`config.mk`:
```
export PLATFORM = sky130hd
export DESIGN_NAME = rail_enable_and_switch_clock
export DESIGN_NICKNAME = d
export VERILOG_FILES = /design/src/include/rail_seq_pkg.sv /design/src/verilog/rail_enable_and_switch_clock.sv
export SDC_FILE = /design/constraint.sdc
export NUM_CORES = 1
export LEC_CHECK = 0
export BUFFER_PORTS_ARGS = -buffer_cell sky130_fd_sc_hd__buf_4
export CELL_PAD_IN_SITES_DETAIL_PLACEMENT = 1
export CELL_PAD_IN_SITES_GLOBAL_PLACEMENT = 1
export CORE_ASPECT_RATIO = 0.5
export CORE_MARGIN = 3
export CORE_UTILIZATION = 54
export DETAILED_ROUTE_END_ITERATION = 10
export MAX_ROUTING_LAYER = met4
export PLACE_DENSITY_LB_ADDON = 0.1
export SETUP_SLACK_MARGIN = 0.3
export SLEW_MARGIN = 20
export SYNTH_ARGS = -nofsm -noshare
export SYNTH_HDL_FRONTEND = slang
export SYNTH_SLANG_ARGS = --single-unit
```
`constraint.sdc`:
```
create_clock -name clk_sys -period 17.1 [get_ports clk_sys]
set_input_delay 0.855 -clock clk_sys [delete_from_list [all_inputs] [get_ports clk_sys]]
set_output_delay 0.855 -clock clk_sys [all_outputs]
set_load 0.005 [all_outputs]
```
`src/include/rail_seq_pkg.sv`:
```
// Constants, field layout and state types of the rail sequencer.
// Assumes a 40 MHz system clock.
package rail_seq_pkg;
	// ----------------------------------------------------------
	// Timing
	// ----------------------------------------------------------
	localparam int CLK_PERIOD_NS = 25;
	localparam int FILT_TIME_US  = 300;
	localparam int LOCK_TIME_MS  = 200;
	localparam int SEQ_STEP_US   = 100;
	localparam int HICCUP_MS     = 10;
	localparam int FILT_CYC = (FILT_TIME_US * 1000 + CLK_PERIOD_NS - 1)
		/ CLK_PERIOD_NS;
	localparam int LOCK_CYC = (LOCK_TIME_MS * 1000000 + CLK_PERIOD_NS - 1)
		/ CLK_PERIOD_NS;
	localparam int SEQ_STEP_CYC = (SEQ_STEP_US * 1000 + CLK_PERIOD_NS - 1)
		/ CLK_PERIOD_NS;
	localparam int HICCUP_CYC = (HICCUP_MS * 1000000 + CLK_PERIOD_NS - 1)
		/ CLK_PERIOD_NS;
	localparam int CNT_W = 24;
	// ----------------------------------------------------------
	// Register map
	// ----------------------------------------------------------
	localparam logic [7:0] ADDR_SPREAD = 8'h7A;
	localparam logic [7:0] ADDR_LIN    = 8'h87;
	localparam logic [7:0] ADDR_CTRL   = 8'h90;
	localparam logic [7:0] ADDR_STATUS = 8'h91;
	localparam int LIN_HICCUP_BIT = 2;
	localparam int CTRL_PHASE_BIT = 0;
	localparam int CTRL_DLY_LSB   = 4;
	localparam logic [2:0] SPREAD_RST = 3'h0;
	localparam logic [3:0] DLY_RST    = 4'h0;
	// ----------------------------------------------------------
	// Switching clock
	// ----------------------------------------------------------
	localparam logic [15:0] NCO_CENTER  = 16'hE14;
	localparam logic [15:0] NCO_STEP    = 16'h9;
	localparam logic [15:0] NCO_BASE    = NCO_CENTER - 16'h10 * NCO_STEP;
	localparam logic [15:0] NCO_TOP     = NCO_BASE + 16'h1F * NCO_STEP;
	localparam logic [4:0]  FREQ_CENTER = 5'h10;
	localparam logic [4:0]  FREQ_MAX    = 5'h1F;
	localparam logic [15:0] LFSR_SEED   = 16'hACE1;
	localparam logic [15:0] LFSR_TAPS   = 16'hB400;
	localparam logic [2:0] SS_OFF    = 3'h0;
	localparam logic [2:0] SS_SLOPE  = 3'h1;
	localparam logic [2:0] SS_RAND8  = 3'h2;
	localparam logic [2:0] SS_RAND32 = 3'h3;
	localparam logic [2:0] SS_TRI    = 3'h4;
	localparam logic [2:0] SS_FIX4   = 3'h5;
	localparam logic [2:0] SS_FIX8   = 3'h6;
	localparam logic [2:0] SS_FIX24  = 3'h7;
	// Dwell loads hold the dwell minus one
	localparam logic [4:0] DW_UP_M1  = 5'h2;
	localparam logic [4:0] DW_DN_M1  = 5'h5;
	localparam logic [4:0] DW_4_M1   = 5'h3;
	localparam logic [4:0] DW_8_M1   = 5'h7;
	localparam logic [4:0] DW_24_M1  = 5'h17;
	// ----------------------------------------------------------
	// Inputs and states
	// ----------------------------------------------------------
	localparam int IN_STBY = 0;
	localparam int IN_ON   = 1;
	localparam int IN_LOW  = 2;
	localparam int IN_SUP  = 3;
	localparam int IN_POR  = 4;
	localparam int IN_INIT = 5;
	localparam int IN_LOC  = 6;
	localparam int IN_POC  = 7;
	localparam int IN_POV  = 8;
	localparam int N_IN    = 9;
	localparam logic [1:0] LVL_OFF  = 2'h0;
	localparam logic [1:0] LVL_STBY = 2'h1;
	localparam logic [1:0] LVL_ON   = 2'h2;
	typedef enum logic [4:0] {
		M_OFF  = 5'h01,
		M_STBY = 5'h02,
		M_ON   = 5'h04,
		M_DOWN = 5'h08,
		M_HOLD = 5'h10
	} main_state_t;
	typedef enum logic [4:0] {
		L_OFF  = 5'h01,
		L_UP   = 5'h02,
		L_ON   = 5'h04,
		L_DOWN = 5'h08,
		L_HOLD = 5'h10
	} low_state_t;
endpackage

```
`src/verilog/rail_enable_and_switch_clock.sv`:
```
// Rail enable decoding, glitch filters, lockouts and switching clock.
// Assumes asynchronous pins, a 40 MHz clock and a plain register port.
//
// Overview of operation
// - Primary on, low supply good, low enable high: start low rails in order.
// - Off: all off; standby: bias; on: bias, primary, low rails per enable.
// - Low enable falling acts only after 300us low; host holds it so long.
// - Filtered low enable low: low rails off in shutdown order with delay.
// - After last low rail off, ignore low enable 200ms, rails stay off.
// - Second buck clock in phase; third buck in phase or inverted.
// - All bucks run from one shared 2.2MHz oscillator.
// - Spread code bits 2:0 at 0x7A; code zero means fixed frequency.
// - Spread picks among 32 frequencies within about 4 percent.
// - Codes 1 and 4 profiled slopes; codes 2,3,5,6,7 pseudo-random.
// - Code 2 dwells a random 1 to 8 switching cycles.
// - Code 3 dwells a random 4 to 32 cycles in steps of four.
// - Fixed dwells: code 1 3 or 6, codes 4..7 4, 4, 8, 24.
// - Linear rail rides through overcurrent unless 0x87 bit 2 asks hiccup.
// - Primary overvoltage tri-states switches; primary overcurrent hiccups.
// - Main enable drop acts only after 300us at the lower level.
// - Primary turns on only with bias above reset level and init done.
//
// Added by the designer: the address map and the address-and-strobe port.
`timescale 1ns/1ps
module rail_enable_and_switch_clock
	import rail_seq_pkg::*;
#(
	parameter int FILT_CYCLES   = FILT_CYC,
	parameter int LOCK_CYCLES   = LOCK_CYC,
	parameter int STEP_CYCLES   = SEQ_STEP_CYC,
	parameter int HICCUP_CYCLES = HICCUP_CYC
) (
	// Clock and reset
	input  wire logic       clk_sys,
	input  wire logic       sys_rst,
	// Enable pins
	input  wire logic       en_standby_level,
	input  wire logic       en_on_level,
	input  wire logic       low_rail_enable_pin,
	// Analog status
	input  wire logic       low_rail_supply_ok,
	input  wire logic       bias_por_ok,
	input  wire logic       init_done,
	input  wire logic       linear_overcurrent,
	input  wire logic       primary_overcurrent,
	input  wire logic       primary_overvoltage,
	// Register port
	input  wire logic [7:0] reg_addr,
	input  wire logic [7:0] reg_wdata,
	input  wire logic       reg_wr,
	input  wire logic       reg_rd,
	output logic      [7:0] reg_rdata,
	// Rail enables and primary tri-state
	output logic            bias_regulator_on,
	output logic            primary_buck_on,
	output logic            second_buck_on,
	output logic            third_buck_on,
	output logic            linear_rail_on,
	output logic            primary_tristate,
	// Switching clocks
	output logic            primary_clk,
	output logic            second_clk,
	output logic            third_clk
);
	import rail_seq_pkg::*;

	// ----------------------------------------------------------
	// Synchroniser
	// ----------------------------------------------------------
	logic [N_IN-1:0] s0, s1, s2, clean, next_clean, pins;
	assign pins = {primary_overvoltage, primary_overcurrent,
		linear_overcurrent, init_done, bias_por_ok, low_rail_supply_ok,
		low_rail_enable_pin, en_on_level, en_standby_level};
	always_comb begin
		next_clean = (s1 & s2) | (clean & (s1 | s2));
	end
	always_ff @(posedge clk_sys or posedge sys_rst) begin
		if (sys_rst) begin
			s0    <= '0;
			s1    <= '0;
			s2    <= '0;
			clean <= '0;
		end else begin
			s0    <= pins;
			s1    <= s0;
			s2    <= s1;
			clean <= next_clean;
		end
	end

	// ----------------------------------------------------------
	// Falling-edge filters
	// ----------------------------------------------------------
	logic [1:0]       sync_lvl, mlvl, next_mlvl;
	logic [CNT_W-1:0] mcnt, next_mcnt, lfcnt, next_lfcnt;
	logic             lfilt, next_lfilt;
	always_comb begin
		sync_lvl = clean[IN_ON] ? LVL_ON :
			(clean[IN_STBY] ? LVL_STBY : LVL_OFF);
		next_mlvl  = mlvl;
		next_mcnt  = '0;
		next_lfilt = lfilt;
		next_lfcnt = '0;
		if (sync_lvl >= mlvl)
			next_mlvl = sync_lvl;
		else if (mcnt == CNT_W'(FILT_CYCLES - 1))
			next_mlvl = sync_lvl;
		else
			next_mcnt = mcnt + 1'b1;
		if (clean[IN_LOW])
			next_lfilt = 1'b1;
		else if (!lfilt || lfcnt == CNT_W'(FILT_CYCLES - 1))
			next_lfilt = 1'b0;
		else
			next_lfcnt = lfcnt + 1'b1;
	end
	always_ff @(posedge clk_sys or posedge sys_rst) begin
		if (sys_rst) begin
			mlvl  <= LVL_OFF;
			mcnt  <= '0;
			lfilt <= 1'b0;
			lfcnt <= '0;
		end else begin
			mlvl  <= next_mlvl;
			mcnt  <= next_mcnt;
			lfilt <= next_lfilt;
			lfcnt <= next_lfcnt;
		end
	end

	// ----------------------------------------------------------
	// Registers
	// ----------------------------------------------------------
	logic [2:0] spread, next_spread;
	logic       lin_hic_en, next_lin_hic_en, phase, next_phase;
	logic [3:0] dly, next_dly;
	logic [7:0] next_rdata;
	logic [1:0] hic;
	always_comb begin
		next_spread     = spread;
		next_lin_hic_en = lin_hic_en;
		next_phase      = phase;
		next_dly        = dly;
		next_rdata      = 8'h00;
		if (reg_wr) begin
			unique case (reg_addr)
				ADDR_SPREAD: next_spread = reg_wdata[2:0];
				ADDR_LIN: next_lin_hic_en = reg_wdata[LIN_HICCUP_BIT];
				ADDR_CTRL: begin
					next_phase = reg_wdata[CTRL_PHASE_BIT];
					next_dly   = reg_wdata[CTRL_DLY_LSB +: 4];
				end
				default: ;
			endcase
		end
		if (reg_rd) begin
			unique case (reg_addr)
				ADDR_SPREAD: next_rdata = {5'h00, spread};
				ADDR_LIN: next_rdata = 8'(lin_hic_en) << LIN_HICCUP_BIT;
				ADDR_CTRL: next_rdata = {dly, 3'h0, phase};
				ADDR_STATUS: next_rdata = {primary_tristate, |hic, lfilt,
					linear_rail_on, third_buck_on, second_buck_on,
					primary_buck_on, bias_regulator_on};
				default: next_rdata = 8'h00;
			endcase
		end
	end
	always_ff @(posedge clk_sys or posedge sys_rst) begin
		if (sys_rst) begin
			spread     <= SPREAD_RST;
			lin_hic_en <= 1'b0;
			phase      <= 1'b0;
			dly        <= DLY_RST;
			reg_rdata  <= 8'h00;
		end else begin
			spread     <= next_spread;
			lin_hic_en <= next_lin_hic_en;
			phase      <= next_phase;
			dly        <= next_dly;
			reg_rdata  <= next_rdata;
		end
	end

	// ----------------------------------------------------------
	// Main enable and low rail sequencing
	// ----------------------------------------------------------
	main_state_t      mst, next_mst;
	low_state_t       lst, next_lst;
	logic [CNT_W-1:0] mtc, next_mtc, ltc, next_ltc, gap;
	logic [2:0]       lrails, next_lrails;
	logic             want, low_idle;
	always_comb begin
		gap = CNT_W'((32'(dly) + 1) * STEP_CYCLES - 1);
		want = mst == M_ON && lfilt && clean[IN_SUP];
		low_idle = lst == L_OFF || lst == L_HOLD;
		next_mst = mst;
		next_mtc = '0;
		unique case (mst)
			M_OFF: if (mlvl != LVL_OFF) next_mst = M_STBY;
			M_STBY: begin
				if (mlvl == LVL_OFF)
					next_mst = M_OFF;
				else if (mlvl == LVL_ON && clean[IN_POR] && clean[IN_INIT])
					next_mst = M_ON;
			end
			M_ON: if (mlvl != LVL_ON) next_mst = M_DOWN;
			M_DOWN: begin
				if (!low_idle)
					next_mst = M_DOWN;
				else if (mtc == gap)
					next_mst = M_HOLD;
				else
					next_mtc = mtc + 1'b1;
			end
			M_HOLD: begin
				if (mtc == CNT_W'(LOCK_CYCLES - 1))
					next_mst = mlvl == LVL_OFF ? M_OFF : M_STBY;
				else
					next_mtc = mtc + 1'b1;
			end
		endcase
		next_lst    = lst;
		next_ltc    = '0;
		next_lrails = lrails;
		unique case (lst)
			L_OFF: if (want) next_lst = L_UP;
			L_UP: begin
				if (!want)
					next_lst = L_DOWN;
				else if (ltc == gap) begin
					next_lrails = {lrails[1:0], 1'b1};
					if (lrails[1]) next_lst = L_ON;
				end else
					next_ltc = ltc + 1'b1;
			end
			L_ON: if (!want) next_lst = L_DOWN;
			L_DOWN: begin
				if (lrails == 3'h0)
					next_lst = L_OFF;
				else if (ltc == gap) begin
					next_lrails = lrails >> 1;
					if (!lrails[1]) next_lst = L_HOLD;
				end else
					next_ltc = ltc + 1'b1;
			end
			L_HOLD: begin
				if (ltc == CNT_W'(LOCK_CYCLES - 1))
					next_lst = L_OFF;
				else
					next_ltc = ltc + 1'b1;
			end
		endcase
	end
	always_ff @(posedge clk_sys or posedge sys_rst) begin
		if (sys_rst) begin
			mst    <= M_OFF;
			mtc    <= '0;
			lst    <= L_OFF;
			ltc    <= '0;
			lrails <= 3'h0;
		end else begin
			mst    <= next_mst;
			mtc    <= next_mtc;
			lst    <= next_lst;
			ltc    <= next_ltc;
			lrails <= next_lrails;
		end
	end

	// ----------------------------------------------------------
	// Hiccup timers: 0 linear rail, 1 primary buck
	// ----------------------------------------------------------
	logic [1:0] trig;
	assign trig[0] = clean[IN_LOC] && lin_hic_en && lrails[2];
	assign trig[1] = clean[IN_POC] && (mst == M_ON || mst == M_DOWN);
	for (genvar i = 0; i < 2; i++) begin : g_hic
		logic [CNT_W-1:0] hc, next_hc;
		logic             next_act;
		always_comb begin
			next_act = hic[i];
			next_hc  = '0;
			if (hic[i]) begin
				if (hc == CNT_W'(HICCUP_CYCLES - 1))
					next_act = 1'b0;
				else
					next_hc = hc + 1'b1;
			end else if (trig[i])
				next_act = 1'b1;
		end
		always_ff @(posedge clk_sys or posedge sys_rst) begin
			if (sys_rst) begin
				hic[i] <= 1'b0;
				hc     <= '0;
			end else begin
				hic[i] <= next_act;
				hc     <= next_hc;
			end
		end
	end

	// ----------------------------------------------------------
	// Switching clock with spread spectrum
	// ----------------------------------------------------------
	logic [15:0] acc, next_acc, incr, lfsr, next_lfsr;
	logic [4:0]  fidx, next_fidx, dwell, next_dwell, dload;
	logic        carry, dir, next_dir;
	always_comb begin
		incr = 16'(NCO_BASE + 16'(fidx) * NCO_STEP);
		{carry, next_acc} = 17'(acc) + 17'(incr);
		next_lfsr  = lfsr;
		next_fidx  = fidx;
		next_dwell = dwell;
		next_dir   = dir;
		unique case (spread)
			SS_SLOPE: dload = dir ? DW_UP_M1 : DW_DN_M1;
			SS_RAND8: dload = {2'h0, lfsr[2:0]};
			SS_RAND32: dload = {lfsr[2:0], 2'h3};
			SS_TRI, SS_FIX4: dload = DW_4_M1;
			SS_FIX8: dload = DW_8_M1;
			SS_FIX24: dload = DW_24_M1;
			default: dload = 5'h00;
		endcase
		if (spread == SS_OFF) begin
			next_fidx  = FREQ_CENTER;
			next_dwell = 5'h00;
		end else if (carry) begin
			next_lfsr = (lfsr >> 1) ^ (lfsr[0] ? LFSR_TAPS : 16'h0000);
			if (dwell != 5'h00)
				next_dwell = dwell - 1'b1;
			else begin
				next_dwell = dload;
				if (spread == SS_SLOPE || spread == SS_TRI) begin
					if (dir && fidx == FREQ_MAX) begin
						next_dir  = 1'b0;
						next_fidx = fidx - 1'b1;
					end else if (!dir && fidx == 5'h00) begin
						next_dir  = 1'b1;
						next_fidx = fidx + 1'b1;
					end else
						next_fidx = dir ? fidx + 1'b1 : fidx - 1'b1;
				end else
					next_fidx = lfsr[4:0];
			end
		end
	end
	always_ff @(posedge clk_sys or posedge sys_rst) begin
		if (sys_rst) begin
			acc   <= 16'h0000;
			lfsr  <= LFSR_SEED;
			fidx  <= FREQ_CENTER;
			dwell <= 5'h00;
			dir   <= 1'b1;
		end else begin
			acc   <= next_acc;
			lfsr  <= next_lfsr;
			fidx  <= next_fidx;
			dwell <= next_dwell;
			dir   <= next_dir;
		end
	end

	// ----------------------------------------------------------
	// Output registers
	// ----------------------------------------------------------
	logic next_pri;
	always_comb begin
		next_pri = (mst == M_ON || mst == M_DOWN) && !hic[1];
	end
	always_ff @(posedge clk_sys or posedge sys_rst) begin
		if (sys_rst) begin
			bias_regulator_on <= 1'b0;
			primary_buck_on   <= 1'b0;
			second_buck_on    <= 1'b0;
			third_buck_on     <= 1'b0;
			linear_rail_on    <= 1'b0;
			primary_tristate  <= 1'b0;
			primary_clk       <= 1'b0;
			second_clk        <= 1'b0;
			third_clk         <= 1'b0;
		end else begin
			bias_regulator_on <= mst != M_OFF;
			primary_buck_on   <= next_pri;
			second_buck_on    <= lrails[0];
			third_buck_on     <= lrails[1];
			linear_rail_on    <= lrails[2] && !hic[0];
			primary_tristate  <= next_pri && clean[IN_POV];
			primary_clk       <= next_acc[15];
			second_clk        <= next_acc[15];
			third_clk         <= next_acc[15] ^ phase;
		end
	end
endmodule

```
* After elaboration in Yosys (flattened, before gate mapping)
Cells that the tools add are included.
** Word-level totals
- Flip-flop bits (word level) :: 266
- Input bits :: 29
- Output and inout bits :: 17
- Logic and storage cells :: 221
** Operators by class
- Add/sub/neg operators :: 13
- $mul :: 2
- Order comparisons :: 1
- Eq/ne operators :: 50
- Multiplexer cells :: 70
- Bitwise gates (word level) :: 8
- Reduce and logical (&&, ||, !) cells :: 42
** Operators by type and width (count)
- 2-to-1 mux 24 bit :: 15
- adder 24 x 1 -> 24 bit, second input constant :: 6
- 2-to-1 mux 5 bit :: 26
- one-hot mux 24 bit (3 select lines) :: 1
- one-hot mux 5 bit (5 select lines) :: 2
- equality test 24 x 14 -> 1 bit, second input constant :: 2
- equality test 24 x 19 -> 1 bit, second input constant :: 2
- equality test 24 x 23 -> 1 bit, second input constant :: 2
- equality test 24 bit :: 2
- one-hot mux 24 bit (2 select lines) :: 1
- one-hot mux 8 bit (4 select lines) :: 1
- one-hot mux 5 bit (6 select lines) :: 1
- equality test 8 bit, second input constant :: 3
- inequality test 2 bit, second input constant :: 11
- AND 9 bit :: 2
- inequality test 3 bit, second input constant :: 6
- OR 9 bit :: 2
- subtractor 17 x 1 -> 18 bit, second input constant :: 1
- adder 16 x 13 -> 17 bit :: 1
- 2-to-1 mux 16 bit :: 1
- bitwise XOR 15 x 16 -> 16 bit :: 1
- equality test 5 bit, second input constant :: 3
- 2-to-1 mux 3 bit :: 5
- AND reduction 5 bit :: 3
- other kinds (35) :: 86

* Depth between registers and ports, before layout
- Depth after elaboration :: 8
- Depth in mapped cells :: 18

* Least setup slack after synthesis
Ideal clock, no wire load.
- Kind :: reg-to-reg
- Start point :: register dly[0]
- End point :: register lrails[0]
- Library setup time :: 125 ps
- Data arrival time :: 5211 ps
- Data required time :: 16975 ps
- Path slack :: 11764 ps
- Cell stages (with the launch flop) :: 16
- Buffers on the path :: 1
- Clock period less this slack :: 5336 ps
- Cell sequence :: dfrtp_1 buf_2 nand3_1 xnor2_1 ha_1 fa_1 fa_1 ha_1 xnor2_1 nand3b_1 or3_1 a2111oi_0 mux2i_1 nand4_1 a211o_4 mux2_4
** On the way
- Word-level cells in the longest chain between the ends :: 6
** RTL lines
- start, declared :: RTL line rail_enable_and_switch_clock.sv:136 : logic [3:0] dly, next_dly;
- start signal, assigned :: RTL line rail_enable_and_switch_clock.sv:179 : dly <= next_dly;
- adder 4 x 1 -> 5 bit (*) :: RTL line rail_enable_and_switch_clock.sv:193 : gap = CNT_W'((32'(dly) + 1) * STEP_CYCLES - 1);
- multiplier 5 x 7 -> 12 bit (*) :: RTL line rail_enable_and_switch_clock.sv:193
- subtractor 17 x 1 -> 18 bit (*) :: RTL line rail_enable_and_switch_clock.sv:193
- equality test 24 bit (*) :: RTL line rail_enable_and_switch_clock.sv:230, rail_enable_and_switch_clock.sv:240
- inequality test 2 bit (no source line)
- AND reduction 5 bit (no source line) (*)
- end signal, assigned :: RTL line rail_enable_and_switch_clock.sv:266 : lrails <= next_lrails;
- end, declared :: RTL line rail_enable_and_switch_clock.sv:190 : logic [2:0] lrails, next_lrails;
Mark *: on every way between the ends. The rest lies on a longest branch, timed or not.
A chain may end at the register's enable or synchronous reset.

* Final worst setup path
- Start point :: register dly[0]
- End point :: register ltc[1]
** On the way
- Word-level cells in the longest chain between the ends :: 7
** RTL lines
- adder 4 x 1 -> 5 bit (*) :: RTL line rail_enable_and_switch_clock.sv:193
- multiplier 5 x 7 -> 12 bit (*) :: RTL line rail_enable_and_switch_clock.sv:193
- subtractor 17 x 1 -> 18 bit (*) :: RTL line rail_enable_and_switch_clock.sv:193
- equality test 24 bit (*) :: RTL line rail_enable_and_switch_clock.sv:230, rail_enable_and_switch_clock.sv:240
- 2-to-1 mux 24 bit (*) :: RTL line rail_enable_and_switch_clock.sv:230, rail_enable_and_switch_clock.sv:240
- 2-to-1 mux 24 bit, on equally long branches :: RTL line rail_enable_and_switch_clock.sv:238, rail_enable_and_switch_clock.sv:228
- one-hot mux 24 bit (3 select lines) (*) :: RTL line rail_enable_and_switch_clock.sv:225 : unique case (lst)
- named net next_ltc[1] :: RTL line rail_enable_and_switch_clock.sv:189 : logic [CNT_W-1:0] mtc, next_mtc, ltc, next_ltc, gap;
- end signal, assigned :: RTL line rail_enable_and_switch_clock.sv:265 : ltc <= next_ltc;
- end, declared :: RTL line rail_enable_and_switch_clock.sv:189
The timed path passes the listed nets; every way through them passes the cells marked *.

==> reports/metrics.yaml <==
synth.cell_area_sq_mm: 0.0142
cts.sinks: 265
row_count: 41
rsz0062_at_grt: "no"
h-tree-depth: 1
min_path_cells: 0
routed_wl_mm: 34.6
grtUsageMet3_pct: 3.58
fin_util_pct: 61.5
avgSynthCellArea_sq_um: 10.1
dp_hpwl_mm: 24.4
syn-num-nets: 1517
synth_seq_cells: 265
yosys_warnings: 0
ant_nets: 0
whs_endpoint: "s1[4]$_DFF_PP0_"
pwr-share-comb_pct: 24.9
grt.total_usage_pct: 25.5
drt_first_pass_iters: 5
cts_tree: "yes"
synthCells: 1408
antenna_found_initial: 0
grt_busiest_layer: "met2"
tns_ns: 0
fin_crit_sh_pct: 38.6
max-clock-path-buffers: 3
r2r-end: "ltc[1]$_DFF_PP0_"
start_util_pct: 55.8
fin_total_pwr_mw: 1.69
powerDensity_mw_per_mm2: 108
cap_violations: 0
cp.required_ns: 17.43
cts_root_buf: "clkbuf_16"
io_buffers: 44
synth_edf_count: 0
gp_congestion: 0.821
core_sq_mm: 0.0255
cts_buffers: 25
setup_violations: 0
outcome: "finished clean"
clock_power_share_pct: 32.3
nNetsFinal: 1556
grt_pass1_wl_mm: 58.4
avgRoutedWirePerCell_um: 19.2
worst_pin_slew_ns: 1.11
die_w_um: 236
ff2ff_setup_slack_ns: 10.50
area_delta_synth_final_pct: 10.3
io_pins: 46
synthArstFlopShare_pct: 100
hold_viol: 0
grt_pass1_vias: 11600
synth_top_flop_cell: "dfrtp_1"
drc: 0
drive_gt1_share_pct: 10.6
cts_hold_buffers: 0
fmax_ghz: 0.151
switchingPower_mw: 0.536
hp-start: "s0[4]$_DFF_PP0_"
p_seq_share_pct: 42.9
yosys.area.top_type: "dfrtp_1"
r2r_start: "dly[0]$_DFFE_PP0P_"
drt_iter0_drc: 588
yosys-top-cells-area: "dfrtp_1, ha_1, xor2_1"
grtUsageMet1_pct: 31.6
path_class: "flip-flop to flip-flop"
peakVddDrop_v: 0.0000591
arrival_ns: 6.94
swShare_pct: 31.7
viasPerCell: 5.91
yosysSeqAreaShare_pct: 46.7
postCtsSetupRepairBufs: 0
start_kind: "flip-flop"
p_int_mw: 1.15
cts_resized: 0
hp-class: "flip-flop to flip-flop"
fin_worst_skew_ns: 0.0107
die_y_um: 121
grt_overflow_total: 0
synth_cell_types: 76
dieArea_sq_mm: 0.0285
clock_latency_ns: 0.53
vias: 10700
crit_fanout: 25
fin_crit_ns: 6.60
worstSetupEndpointType: "flip-flop"
synth_top_area_share_pct: 44.4
reg2regPathDepth: 17
path_clk_slew_ns: 0.07
grt_max_degree: 126
slew_headroom_pct: 24.9
grtUsageMet2_pct: 45.1
drv_slew: 0
p_leak_nw: 6.91
antenna_cells: 0
==> worst max-delay path by stage <==
stage,start,end,cells after the start,slack [ns]
final,dly[0]$_DFFE_PP0P_,ltc[1]$_DFF_PP0_,17,10.50
after global routing,dly[0]$_DFFE_PP0P_,ltc[1]$_DFF_PP0_,16,9.98
after CTS,dly[0]$_DFFE_PP0P_,ltc[1]$_DFF_PP0_,14,10.55
after detailed placement,dly[0]$_DFFE_PP0P_,ltc[1]$_DFF_PP0_,17,10.63
after global placement,dly[0]$_DFFE_PP0P_,ltc[1]$_DFF_PP0_,14,10.87
after floorplan,sys_rst,acc[0]$_DFF_PP0_,1,8.97
==> power by group through the flow <==
stage | Clock [mW] | Combinational [mW] | Sequential [mW]
floorplan | 0 | 0.329 | 0.714
global placement | 0 | 0.391 | 0.731
detailed placement | 0 | 0.418 | 0.736
CTS | 0.557 | 0.422 | 0.724
global route | 0.590 | 0.472 | 0.731
finish | 0.545 | 0.420 | 0.725
==> flip-flops by register name, indices dropped and copies added, names as in the netlist, 8 cells and up <==
register   flops
s2             9
ltc           24
g_hic.hc      48
mcnt          24
reg_rdata      8
clean          9
lfcnt         24
mtc           24
s1             9
s0             9
acc           16
lfsr          16
==> cell type report <==
class | count | area (sq um)
Inverter | 60 | 233
Sequential cell | 265 | 6650
Tap cell | 344 | 430
Fill cell | 2746 | 9830
Timing Repair Buffer | 51 | 383
Clock buffer | 34 | 699
Multi-Input combinational cell | 1044 | 7240
Clock inverter | 10 | 88.8
==> cells in the final DEF (no fill, tap or decap), drive strengths merged, types with 23 or more instances in the layout <==
| master | synthesis | routed |
|---|---|---|
| a21oi | 79 | 79 |
| and3 | 23 | 23 |
| buf | 7 | 51 |
| clkbuf | 32 | 34 |
| dfrtp | 253 | 253 |
| ha | 66 | 66 |
| inv | 60 | 60 |
| mux2 | 28 | 28 |
| nand2 | 102 | 102 |
| nand3 | 78 | 78 |
| nand4 | 41 | 41 |
| nor2 | 159 | 159 |
| nor3 | 32 | 32 |
| nor4 | 25 | 25 |
| o21ai | 37 | 37 |
| xnor2 | 80 | 80 |
| xor2 | 90 | 90 |
==> metal layers <==
layer  vias up  wire (um)
met3        70       1070
met1      5473      15200
li1       4978          -
met5         -          0
met2       166      17600
met4         0        807
==> through the flow <==
stage / setup slack, ns / cells / area [sq um] / hold slack [ns]
2_1_floorplan: 8.97 / 1408 / 14200 / 0.331
3_3_place_gp: 10.87 / 1764 / 14900 / 0.335
3_5_place_dp: 10.63 / 1764 / 14900 / 0.341
4_1_cts: 10.55 / 1808 / 15700 / 0.354
5_1_grt: 9.98 / 1808 / 15700 / 0.354
6_report: 10.50 / 1808 / 15700 / 0.350
==> critical path, cell delays in order, from the launching register on <==
cell and delay (ns):
dfrtp_1 0.57, ha_1 0.41, xnor2_1 0.35, inv_1 0.20
fa_1 0.61, inv_1 0.12, fa_1 0.51, inv_1 0.05
ha_1 0.28, ha_1 0.38, a21oi_1 0.26, o211ai_1 0.18
a21o_1 0.22, and2_0 0.24, o41ai_1 0.64, nand4_1 0.40
a31oi_4 0.74, a21boi_0 0.23
==> synth_stat cells, drive strengths merged, types with 5 or more instances <==
cell,n
nor4b,5
xnor2,80
clkbuf,32
nand4,41
a21o,7
nand3,78
nor2b,13
and4,10
a211oi,10
a21oi,79
and2,11
a31oi,7
xor2,90
inv,60
or4b,5
nor2,159
a21boi,5
dfstp,12
and3,23
mux2,28
mux2i,7
buf,7
nor3,32
xnor3,6
o211ai,8
or3,12
o31ai,5
nand2b,13
fa,14
ha,66
dfrtp,253
nand2,102
o21ai,37
nor3b,5
nand3b,5
or2,9
nor4,25
maj3,9
==> cells by family after synthesis <==
family	count (synthesis)	synth area share, %
simple gates	553	19.4
flops	265	46.7
compound gates	191	8.60
xor+xnor	176	11.5
buf+inv	99	2.68
fa+ha+maj	89	8.40
mux	35	2.78
(Power assumes the default switching activity.)
